## src/logic/cfg_guard_params.svh

```systemverilog
// Constants for the configuration access guard: offsets, fields, reset values and timing.
`ifndef CFG_GUARD_PARAMS_SVH
`define CFG_GUARD_PARAMS_SVH
`define ADDR_SCRATCH_0 7'h06
`define ADDR_SCRATCH_3 7'h09
`define ADDR_LOCK 7'h0a
`define ADDR_NV_STATUS 7'h70
`define ADDR_STARTUP 7'h73
`define ADDR_SBC_CFG 7'h74
`define ADDR_CHECKSUM 7'h75
`define ADDR_PART_ID 7'h7e
`define ADDR_SYS_EVENT 7'h61
`define CRC_POLY 8'h2f
`define CRC_INIT 8'hff
`define CRC_XOR 8'hff
`define LOCK_MASK 8'h7f
`define STARTUP_PRESET 8'h00
`define SBC_CFG_PRESET 8'h04
`define SERIAL_FAILURE_FLAG_BIT 1
`define PO_BIT 4
`define RESTORE_DELAY_US 1000
`define RESTORE_CYCLES ((`RESTORE_DELAY_US * 1000) / 10)
`define WRCNT_MAX 6'h3f
`define PROG_CYCLES 16
`endif

```

## src/logic/cfg_guard_pkg.sv

```systemverilog
// Types shared by the configuration access guard.
package cfg_guard_pkg;
    typedef enum logic [2:0] {
        ST_POWERUP,
        ST_RESTORE,
        ST_SYSRESET,
        ST_FORCED_NORMAL,
        ST_PROGRAM
    } guard_state_t;
endpackage

```

## src/logic/cfg_access_guard.sv

```systemverilog
// SPI register slave with write locks, scratch RAM, NV checksum and preset restore.
`timescale 1ns/100ps
`default_nettype none
`include "cfg_guard_params.svh"
// Contract
// - Checksum covers the two bytes at 0x73 and 0x74.
// - CRC is 8 bit, polynomial 0x2f, no reflection.
// - CRC starts at 0xff and the result is inverted.
// - Byte 0x73 first, each XORed in then shifted eight times MSB first.
// - Programming starts only on checksum match, else request is dropped.
// - Presets restore when reset low, CANH high, CANL low for delay.
// - After restore, system reset then forced normal mode.
// - Receive output high during restore, falls once power-on flag sets.
// - Write counter increments on each preset restore; the code saturates it at 0x3f and also counts each programming.
// - Read-only identification byte at 0x7e.
// - Locks block SPI writes only; internal status updates continue.
// - Lock bits 6,5,4 guard 0x68-0x6f, 0x50-0x5f, 0x40-0x4f.
// - Lock bits 3,2,1 guard 0x30-0x3f, 0x20-0x2f, 0x10-0x1f.
// - Lock bit 0 guards scratch bytes; bit 7 reads zero.
// - Four scratch RAM bytes at 0x06 to 0x09.
// - SPI is full duplex, register data out while data comes in.
// - Read-only mode returns registers without changing them.
// - Chip select active low, clock idles low.
// - Data output released whenever chip select is high.
// - Sample on falling clock edge, shift out on rising edge.
// - First byte is 7 bit address then read flag in LSB.
// - Write with bit count not 16, 24 or 32 aborts and flags failure.
module cfg_access_guard #(
    parameter int RESTORE_CYCLES = `RESTORE_CYCLES
) (
    input wire logic ref_clk,
    input wire logic reset,
    input wire logic serial_select_low,
    input wire logic spi_clk,
    input wire logic spi_data_in,
    output logic spi_data_out,
    output logic spi_data_oe,
    input wire logic reset_pin_low_active,
    input wire logic canh_at_battery,
    input wire logic canl_at_ground,
    output logic can_receive_output,
    output logic system_reset_req,
    output cfg_guard_pkg::guard_state_t guard_state,
    output logic programming_busy
);
    import cfg_guard_pkg::*;

    // ****************************************************************
    // Input synchronisers
    // ****************************************************************
    logic [2:0] cs_sync_ff, clk_sync_ff, din_sync_ff, rst_sync_ff, ch_sync_ff, cl_sync_ff;
    logic cs_q_ff, sck_q_ff;

    // Three stages each; a level counts once stages two and three agree, except data in, which is taken from stage three alone.
    always_ff @(posedge ref_clk) begin
        cs_sync_ff <= {cs_sync_ff[1:0], serial_select_low};
        clk_sync_ff <= {clk_sync_ff[1:0], spi_clk};
        din_sync_ff <= {din_sync_ff[1:0], spi_data_in};
        rst_sync_ff <= {rst_sync_ff[1:0], reset_pin_low_active};
        ch_sync_ff <= {ch_sync_ff[1:0], canh_at_battery};
        cl_sync_ff <= {cl_sync_ff[1:0], canl_at_ground};
    end

    // Filtered levels hold their last agreed value while stages disagree.
    wire cs_agree = cs_sync_ff[2] == cs_sync_ff[1];
    wire sck_agree = clk_sync_ff[2] == clk_sync_ff[1];
    wire cs_lvl = cs_agree ? cs_sync_ff[2] : cs_q_ff;
    wire sck_lvl = sck_agree ? clk_sync_ff[2] : sck_q_ff;
    wire din_lvl = din_sync_ff[2];
    always_ff @(posedge ref_clk) begin
        if (reset) begin
            cs_q_ff <= 1'b1;
            sck_q_ff <= 1'b0;
        end else begin
            cs_q_ff <= cs_lvl;
            sck_q_ff <= sck_lvl;
        end
    end

    // Edge strobes of the serial link in the core clock.
    wire frame_on = !cs_lvl;
    wire sck_fall = sck_q_ff && !sck_lvl && frame_on;
    wire sck_rise = !sck_q_ff && sck_lvl && frame_on;
    wire frame_end = !cs_q_ff && cs_lvl;
    wire frame_start = cs_q_ff && !cs_lvl;

    // ****************************************************************
    // Register storage
    // ****************************************************************
    logic [7:0] scratch_ff [4];
    logic [6:0] lock_ff;
    logic [7:0] startup_ff, sbc_cfg_ff, checksum_ff, sys_event_ff;
    logic [5:0] wrcnt_ff;
    localparam logic [7:0] PART_ID = 8'h5a; // Arbitrary neutral identification value.

    // ****************************************************************
    // Serial shifter
    // ****************************************************************
    logic [5:0] bit_cnt_ff;
    logic [7:0] shift_in_ff, shift_out_ff;
    logic [6:0] addr_ff;
    logic read_only_ff;
    logic [7:0] pend_data_ff [3];
    logic [1:0] pend_cnt_ff;

    // Read mux; the counter field and flags sit in the status byte.
    logic [7:0] rd_data;
    wire [6:0] rd_addr;
    wire scratch_hit = rd_addr >= `ADDR_SCRATCH_0 && rd_addr <= `ADDR_SCRATCH_3;
    wire [1:0] scratch_idx = 2'(rd_addr - `ADDR_SCRATCH_0);
    always_comb begin
        rd_data = 8'h00;
        if (scratch_hit) rd_data = scratch_ff[scratch_idx];
        else if (rd_addr == `ADDR_LOCK) rd_data = {1'b0, lock_ff};
        else if (rd_addr == `ADDR_SYS_EVENT) rd_data = sys_event_ff;
        else if (rd_addr == `ADDR_NV_STATUS) rd_data = {wrcnt_ff, 2'b01};
        else if (rd_addr == `ADDR_STARTUP) rd_data = startup_ff;
        else if (rd_addr == `ADDR_SBC_CFG) rd_data = sbc_cfg_ff;
        else if (rd_addr == `ADDR_CHECKSUM) rd_data = checksum_ff;
        else if (rd_addr == `ADDR_PART_ID) rd_data = PART_ID;
    end

    // Address of the byte being returned: first data byte is the addressed one.
    wire [7:0] next_in = {shift_in_ff[6:0], din_lvl};
    wire byte_done = sck_fall && bit_cnt_ff[2:0] == 3'd7;
    wire [1:0] data_idx = 2'(bit_cnt_ff[5:3] - 3'd1);
    assign rd_addr = (bit_cnt_ff[5:3] == 3'd0) ? next_in[7:1] : 7'(addr_ff + 7'(data_idx) + 7'd1);

    // Bits are sampled on falling edges and counted per frame.
    always_ff @(posedge ref_clk) begin
        if (reset || frame_start) begin
            bit_cnt_ff <= 6'd0;
            shift_in_ff <= 8'h00;
        end else if (sck_fall) begin
            shift_in_ff <= next_in;
            if (bit_cnt_ff != 6'h3f) bit_cnt_ff <= bit_cnt_ff + 6'd1;
        end
    end

    // The header byte latches address and read flag; data bytes queue until frame end.
    always_ff @(posedge ref_clk) begin
        if (reset || frame_start) begin
            addr_ff <= 7'h00;
            read_only_ff <= 1'b1;
            pend_cnt_ff <= 2'd0;
        end else if (byte_done && bit_cnt_ff[5:3] == 3'd0) begin
            addr_ff <= next_in[7:1];
            read_only_ff <= next_in[0];
        end else if (byte_done && bit_cnt_ff[5:3] <= 3'd3) begin
            pend_data_ff[data_idx] <= next_in;
            pend_cnt_ff <= 2'(data_idx + 2'd1);
        end
    end

    // Output byte loads at each byte boundary, shifts on rising edges; past 32 bits input echoes.
    always_ff @(posedge ref_clk) begin
        if (reset) begin
            shift_out_ff <= 8'h00;
        end else if (frame_start) begin
            shift_out_ff <= sys_event_ff;
        end else if (byte_done) begin
            shift_out_ff <= (bit_cnt_ff >= 6'd31) ? next_in : rd_data;
        end else if (sck_rise && bit_cnt_ff[2:0] != 3'd0) begin
            shift_out_ff <= {shift_out_ff[6:0], 1'b0};
        end
    end

    // Pin driven only inside a frame.
    always_ff @(posedge ref_clk) begin
        if (reset) begin
            spi_data_out <= 1'b0;
            spi_data_oe <= 1'b0;
        end else begin
            spi_data_out <= shift_out_ff[7];
            spi_data_oe <= frame_on;
        end
    end

    // ****************************************************************
    // Write commit and lock decode
    // ****************************************************************
    wire count_ok = bit_cnt_ff == 6'd16 || bit_cnt_ff == 6'd24 || bit_cnt_ff == 6'd32;
    wire commit = frame_end && !read_only_ff && count_ok;
    wire spi_fail = frame_end && !read_only_ff && !count_ok;
    logic [2:0] wr_hit [3];
    logic [7:0] wr_free;
    genvar g;
    generate
        for (g = 0; g < 3; g++) begin : g_wr
            wire [6:0] a = 7'(addr_ff + 7'(g));
            wire lk = (a >= 7'h68 && a <= 7'h6f && lock_ff[6]) ||
                      (a[6:4] == 3'h5 && lock_ff[5]) || (a[6:4] == 3'h4 && lock_ff[4]) ||
                      (a[6:4] == 3'h3 && lock_ff[3]) || (a[6:4] == 3'h2 && lock_ff[2]) ||
                      (a[6:4] == 3'h1 && lock_ff[1]) ||
                      (a >= `ADDR_SCRATCH_0 && a <= `ADDR_SCRATCH_3 && lock_ff[0]);
            wire en = commit && 2'(g) < pend_cnt_ff && !lk;
            assign wr_hit[g] = {en && a == `ADDR_CHECKSUM, en && a == `ADDR_SBC_CFG,
                                en && a == `ADDR_STARTUP};
            assign wr_free[g] = en;
        end
    endgenerate
    assign wr_free[7:3] = 5'h00;

    // ****************************************************************
    // Checksum over the two configuration bytes
    // ****************************************************************
    function automatic logic [7:0] crc_byte(input logic [7:0] crc, input logic [7:0] din);
        logic [7:0] d;
        d = crc ^ din;
        for (int j = 0; j < 8; j++) begin
            d = d[7] ? ({d[6:0], 1'b0} ^ `CRC_POLY) : {d[6:0], 1'b0};
        end
        return d;
    endfunction
    wire [7:0] crc_expect = crc_byte(crc_byte(`CRC_INIT, startup_ff), sbc_cfg_ff) ^ `CRC_XOR;

    // ****************************************************************
    // Power-up restore and programming sequencer
    // ****************************************************************
    guard_state_t state_ff, nxt_state;
    logic [$clog2(RESTORE_CYCLES+1)-1:0] dly_ff;
    logic [4:0] prog_ff;
    logic checksum_wr_ff;
    // Each pin counts only once its second and third stages agree, so a glitch cannot start the wait.
    wire restore_cond = !rst_sync_ff[2] && !rst_sync_ff[1] && ch_sync_ff[2] && ch_sync_ff[1] &&
                        cl_sync_ff[2] && cl_sync_ff[1];
    wire dly_done = dly_ff == ($bits(dly_ff))'(RESTORE_CYCLES);
    always_comb begin
        nxt_state = state_ff;
        case (state_ff)
            ST_POWERUP: if (dly_done) nxt_state = ST_RESTORE;
                else if (!restore_cond) nxt_state = ST_FORCED_NORMAL;
            ST_RESTORE: nxt_state = ST_SYSRESET;
            ST_SYSRESET: nxt_state = ST_FORCED_NORMAL;
            ST_FORCED_NORMAL: if (checksum_wr_ff && checksum_ff == crc_expect) nxt_state = ST_PROGRAM;
            ST_PROGRAM: if (prog_ff == 5'(`PROG_CYCLES)) nxt_state = ST_SYSRESET;
            default: nxt_state = ST_FORCED_NORMAL;
        endcase
    end

    // Sequencer state, delay and programming timers.
    always_ff @(posedge ref_clk) begin
        if (reset) begin
            state_ff <= ST_POWERUP;
            dly_ff <= '0;
            prog_ff <= 5'd0;
        end else begin
            state_ff <= nxt_state;
            dly_ff <= (state_ff == ST_POWERUP && restore_cond && !dly_done) ? dly_ff + 1'b1 : '0;
            prog_ff <= (state_ff == ST_PROGRAM) ? prog_ff + 5'd1 : 5'd0;
        end
    end

    // Checksum is judged one cycle after its write; a mismatch just drops the request.
    always_ff @(posedge ref_clk) begin
        if (reset) checksum_wr_ff <= 1'b0;
        else checksum_wr_ff <= |{wr_hit[0][2], wr_hit[1][2], wr_hit[2][2]};
    end

    // Configuration bytes, checksum, counter; restore is internal and ignores locks.
    always_ff @(posedge ref_clk) begin
        if (reset) begin
            startup_ff <= `STARTUP_PRESET;
            sbc_cfg_ff <= `SBC_CFG_PRESET;
            checksum_ff <= 8'h00;
            wrcnt_ff <= 6'h00;
        end else begin
            for (int k = 0; k < 3; k++) begin
                if (wr_hit[k][0]) startup_ff <= pend_data_ff[k];
                if (wr_hit[k][1]) sbc_cfg_ff <= pend_data_ff[k];
                if (wr_hit[k][2]) checksum_ff <= pend_data_ff[k];
            end
            if (state_ff == ST_RESTORE) begin
                startup_ff <= `STARTUP_PRESET;
                sbc_cfg_ff <= `SBC_CFG_PRESET;
                if (wrcnt_ff != `WRCNT_MAX) wrcnt_ff <= wrcnt_ff + 6'd1;
            end else if (state_ff == ST_PROGRAM && nxt_state == ST_SYSRESET &&
                         wrcnt_ff != `WRCNT_MAX) begin
                wrcnt_ff <= wrcnt_ff + 6'd1;
            end
        end
    end

    // Scratch bytes and lock register via SPI; event byte writes clear with set winning.
    always_ff @(posedge ref_clk) begin
        if (reset) begin
            lock_ff <= 7'h00;
            sys_event_ff <= 8'h00;
            for (int k = 0; k < 4; k++) scratch_ff[k] <= 8'h00;
        end else begin
            for (int k = 0; k < 3; k++) begin
                if (wr_free[k] && 7'(addr_ff + 7'(k)) == `ADDR_LOCK)
                    lock_ff <= pend_data_ff[k][6:0];
                if (wr_free[k] && 7'(addr_ff + 7'(k)) == `ADDR_SYS_EVENT)
                    sys_event_ff <= sys_event_ff & ~pend_data_ff[k];
                if (wr_free[k] && 7'(addr_ff + 7'(k)) >= `ADDR_SCRATCH_0 &&
                    7'(addr_ff + 7'(k)) <= `ADDR_SCRATCH_3)
                    scratch_ff[2'(addr_ff + 7'(k) - `ADDR_SCRATCH_0)] <= pend_data_ff[k];
            end
            if (spi_fail) sys_event_ff[`SERIAL_FAILURE_FLAG_BIT] <= 1'b1;
            if (state_ff == ST_SYSRESET) sys_event_ff[`PO_BIT] <= 1'b1;
        end
    end

    // Status outputs; receive output is held high through the restore.
    always_ff @(posedge ref_clk) begin
        if (reset) begin
            can_receive_output <= 1'b1;
            system_reset_req <= 1'b0;
            guard_state <= ST_POWERUP;
            programming_busy <= 1'b0;
        end else begin
            can_receive_output <= (state_ff == ST_POWERUP || state_ff == ST_RESTORE) ||
                                  !sys_event_ff[`PO_BIT];
            system_reset_req <= state_ff == ST_SYSRESET;
            guard_state <= state_ff;
            programming_busy <= state_ff == ST_PROGRAM;
        end
    end
endmodule // cfg_access_guard
`default_nettype wire

```

## config.mk

```make
export PLATFORM = sky130hd
export DESIGN_NAME = cfg_access_guard
export DESIGN_NICKNAME = d
export VERILOG_FILES = /design/src/logic/cfg_guard_pkg.sv /design/src/logic/cfg_access_guard.sv
export VERILOG_INCLUDE_DIRS = /design/src /design/src/logic
export SDC_FILE = /design/constraint.sdc
export NUM_CORES = 1
export LEC_CHECK = 0
export BUFFER_PORTS_ARGS = -buffer_cell sky130_fd_sc_hd__clkbuf_2
export CAP_MARGIN = 20
export CORE_MARGIN = 2
export CORE_UTILIZATION = 57
export DETAILED_ROUTE_END_ITERATION = 10
export PLACE_DENSITY = 0.82
export SLEW_MARGIN = 40
export SYNTH_ARGS = -nofsm -noshare
export SYNTH_HDL_FRONTEND = slang
export SYNTH_SLANG_ARGS = --single-unit
```

## constraint.sdc

```tcl
create_clock -name ref_clk -period 8.3 [get_ports ref_clk]
set_clock_uncertainty 0.1 [all_clocks]
set_input_delay 1.66 -clock ref_clk [delete_from_list [all_inputs] [get_ports ref_clk]]
set_output_delay 1.66 -clock ref_clk [all_outputs]
set_load 0.1 [all_outputs]
```

==> results.md <==
* Horiz. Die Dim at 141 um
* Number of antenna violations at the first check in global routing at 1
* Register clock-pin slew on the reported worst setup and hold paths at approximately 70 ps
* Sequential cell area fraction in the yosys report at 0.398
* Total number of clock tree sinks at about 190
* Total wire length at slightly above 30000 um
* Avg Synthesized Cell Area at around 8.9 um2
* Switching share of power at 0.243
* Count of buffers added by post-CTS timing repair for setup at 0
* Minimum period implied by the final worst setup slack at between 4000 and 5000 ps
* Syn nets at between 1000 and 1500
* Simple-gate share of the synthesized area at 0.206
* Max_slew headroom at 0.440
* Type of destination of the critical path: register
* Worst setup path start: addr_ff[2]$_SDFFE_PP0P_
* Cell-internal power at 1.37 mW
* Final global-route overflow total at 0
* Post-synth EDFFs at 56
* Vias per Instance at 6.60
* Final number of hold-violating endpoints at 0
* Worst vdd rail ir drop at ~140 uV
* Number of max-cap violations at 0
* Timing endpoint of the critical path: scratch_ff[2][0]$_DFFE_PP_
* Number of iterations in the first detailed-routing pass at 7
* Detailed-route wire length per cell at roughly 21 um
* Cell depth of the worst flop-to-flop path at 9
* Number of antenna cells inserted at 0
* H-tree depth at 4
* Library cell occupying the most area in the post-synthesis netlist: dfxtp_1
* HPWL after detailed placement at ~21000 um
* Fraction of power consumed by sequential logic at 0.532
* Area contributors post-synth: dfxtp_1, edfxtp_1, nor2_1, o21ai_0, xnor2_1
* Power dissipated by switching net loads at ~0.44 mW
* Effective utilization at floorplan at 0.578
* Most common flop cell mapped by yosys: dfxtp_1
* Count of unique library cells instantiated by Yosys at between 80 and 90
* Dominant combinational cell family by area after synthesis: simple AND/OR/NAND/NOR gates
* Class of the most critical setup path: register to register
* RSZ-0062 raised after global routing: false
* Status: finished clean
* Layout net count at 1208
* Number of buffers inserted during clock tree synthesis at 17
* Worst Path Required at between 8000 and 9000 ps
* Total count of max-transition violations in the final report at 0
* Post-synthesis share of cell area spent on xor and xnor gates at 0.0706
* Ys async rst share at 0
* Portion of netlist area occupied by mux cells at 0.0755
* Total of endpoints with negative setup slack in the final report at 0
* Power density cells at about 160 nW/um2
* Post-CTS Hold Buffers at 0
* Die height at 141 um
* Share of final-layout standard cells stronger than drive strength 1 at 0.0927
* I/O pin total at 16
* Buffer levels on the longest clock path at 2
* Root buffer cell: clkbuf_16
* Standard-cell row count at 50
* Drt drc at 0
* Flops & latches, synth at roughly 190
* Fin cells at roughly 1400
* Share of the clock period used by the worst path after layout at 0.548
* Resized cells post-CTS at 0
* Routed via count at between 9000 and 10000
* Compound-Gate Fraction of Synth Area at 0.169
* Remaining antenna violation count after routing at 0
* Worst min-delay path class: register to register
* Syn. warnings at 0
* Core Footprint at 18600 um2
* Synthesized instance count at roughly 1200
* CP startpoint kind: register
* Layout overhead on the synthesized area at 6.03%
* Top-count cell post-synth: nor2_1
* Total standard cell area after synthesis at roughly 11000 um2
* Placed Instances at about 1400
* # port buffers at 15
* Launching point of the worst reg2reg path: addr_ff[2]$_SDFFE_PP0P_
* Synth top area share at 0.242
* Skew-Pair Late Insertion Delay at around 450 ps
* Number of design-rule violations left by the first detailed-router iteration at around 1200
* Total die area at 20000 um2
* Combinational cell fraction of total power at 0.030
* Critical path fanouts, max at 18
* Capture point of the worst reg-to-reg path: scratch_ff[2][0]$_DFFE_PP_
* Register-to-Register Setup Slack at 3750 ps
* Top post-synthesis cells by count: nor2_1, dfxtp_1, o21ai_0
* Data arrival time of the critical path at 4550 ps
* Number of global-route vias before repair at about 8500
* Clock tree from TritonCTS: yes
* Leak Pwr at 4.09 nW
* Share of total power in the clock network at 0.438
* Measured slew at the worst slew-check pin at between 800 and 900 ps
* Setup TNS Final at 0 ps
* First-pass GRT wire length at approximately 47000 um
* Placer Congestion at roughly 1.0
* Achievable clock frequency at around 0.22 GHz
* Largest net degree at the start of global routing at 40
* All-layer global routing usage at 0.305
* Post-synthesis adder-cell area fraction at 0.0318
## critical path, stage by stage, from the launching register on
cell,delay (ps)
dfxtp_1,780
ha_1,410
nand3_1,170
xnor2_1,390
mux2_2,380
a221oi_1,320
o21ai_1,130
nor4_1,650
nand2_1,460
nand3_1,420
## layout by cell type (no fill, tap or decap), drive strengths merged, types with 5 or more instances in the layout
cell / netlist / final
nor2: 132 / 132
dfxtp: 130 / 130
o21ai: 98 / 98
nand2: 81 / 81
nand3: 58 / 58
inv: 52 / 58
edfxtp: 56 / 56
xnor2: 54 / 54
a21oi: 50 / 50
mux2i: 43 / 43
and3: 35 / 35
clkbuf: 47 / 33
xor2: 32 / 32
ha: 25 / 25
mux2: 24 / 24
nor3: 18 / 18
o211ai: 15 / 15
nand4: 14 / 14
a211oi: 14 / 14
or3: 13 / 13
o221ai: 13 / 13
and2: 13 / 13
or2: 12 / 12
a22oi: 12 / 12
a22o: 12 / 12
nor2b: 11 / 11
a31oi: 11 / 11
a221oi: 10 / 10
nand2b: 9 / 9
a32o: 8 / 8
nor4: 8 / 8
clkinv: 0 / 7
nand3b: 6 / 6
o31ai: 6 / 6
or4: 5 / 5
mux4: 5 / 5
## routing by layer
layer	vias to the layer above	GRT usage	wire (um)
li1	4313	-	-
met1	4391	0.407	12200
met2	550	0.453	12900
met3	123	0.0695	3290
met4	2	0.183	1970
met5	-	0	12
## power by group through the flow
stage / sequential [mW] / clock [mW] / combinational, mW
floorplan: 0.986 / 0 / 0.0315
global route: 0.964 / 0.835 / 0.0572
CTS: 0.962 / 0.797 / 0.0530
finish: 0.962 / 0.792 / 0.0539
global placement: 0.982 / 0 / 0.0516
detailed placement: 0.983 / 0 / 0.0525
## final cells by class
| type | instances | area [um2] |
|---|---|---|
| inverter | 52 | 195 |
| tap | 234 | 293 |
| multi-input combinational | 898 | 5970 |
| fill | 1537 | 7220 |
| sequential | 186 | 4280 |
| clock buffer | 18 | 439 |
| timing repair buffer | 19 | 105 |
| clock inverter | 13 | 131 |
## metrics by stage
stage                     setup slack (ps)  area, um2   util  power [mW]  hold WS (ps)
after detailed placement              3910      10800  0.581        1.04           212
after global routing                  3420      11400  0.613        1.86           234
after global placement                3960      10800  0.581        1.03           211
after CTS                             3900      11400  0.612        1.81           230
after floorplan                       4870      10800      -        1.02           210
final                                 3750      11400  0.613        1.81           227
## state kept, by name, summed over array words and instances (netlist names), 7 cells and up
signal and cells:
startup_ff 8, lock_ff 7, sbc_cfg_ff 8, addr_ff 7, pend_data_ff 24, shift_in_ff 7
dly_ff 17, scratch_ff 32, sys_event_ff 8, checksum_ff 8, shift_out_ff 8
## cells by family after synthesis
family | after synthesis
compound gates | 275
xor+xnor | 86
fa+ha+maj | 27
buf+inv | 127
flops | 186
mux | 72
simple gates | 438
## worst min path at each step
stage,start,to,slack (ps),cells after the start
after floorplan,ch_sync_ff[0]$_DFF_P_,ch_sync_ff[1]$_DFF_P_,210,0
after global placement,cs_sync_ff[0]$_DFF_P_,cs_sync_ff[1]$_DFF_P_,210,0
after detailed placement,cs_sync_ff[0]$_DFF_P_,cs_sync_ff[1]$_DFF_P_,210,0
after CTS,cs_sync_ff[0]$_DFF_P_,cs_sync_ff[1]$_DFF_P_,230,0
after global routing,cs_sync_ff[0]$_DFF_P_,cs_sync_ff[1]$_DFF_P_,230,0
final,rst_sync_ff[0]$_DFF_P_,rst_sync_ff[1]$_DFF_P_,230,0
Power figures use the tool's default switching activity.
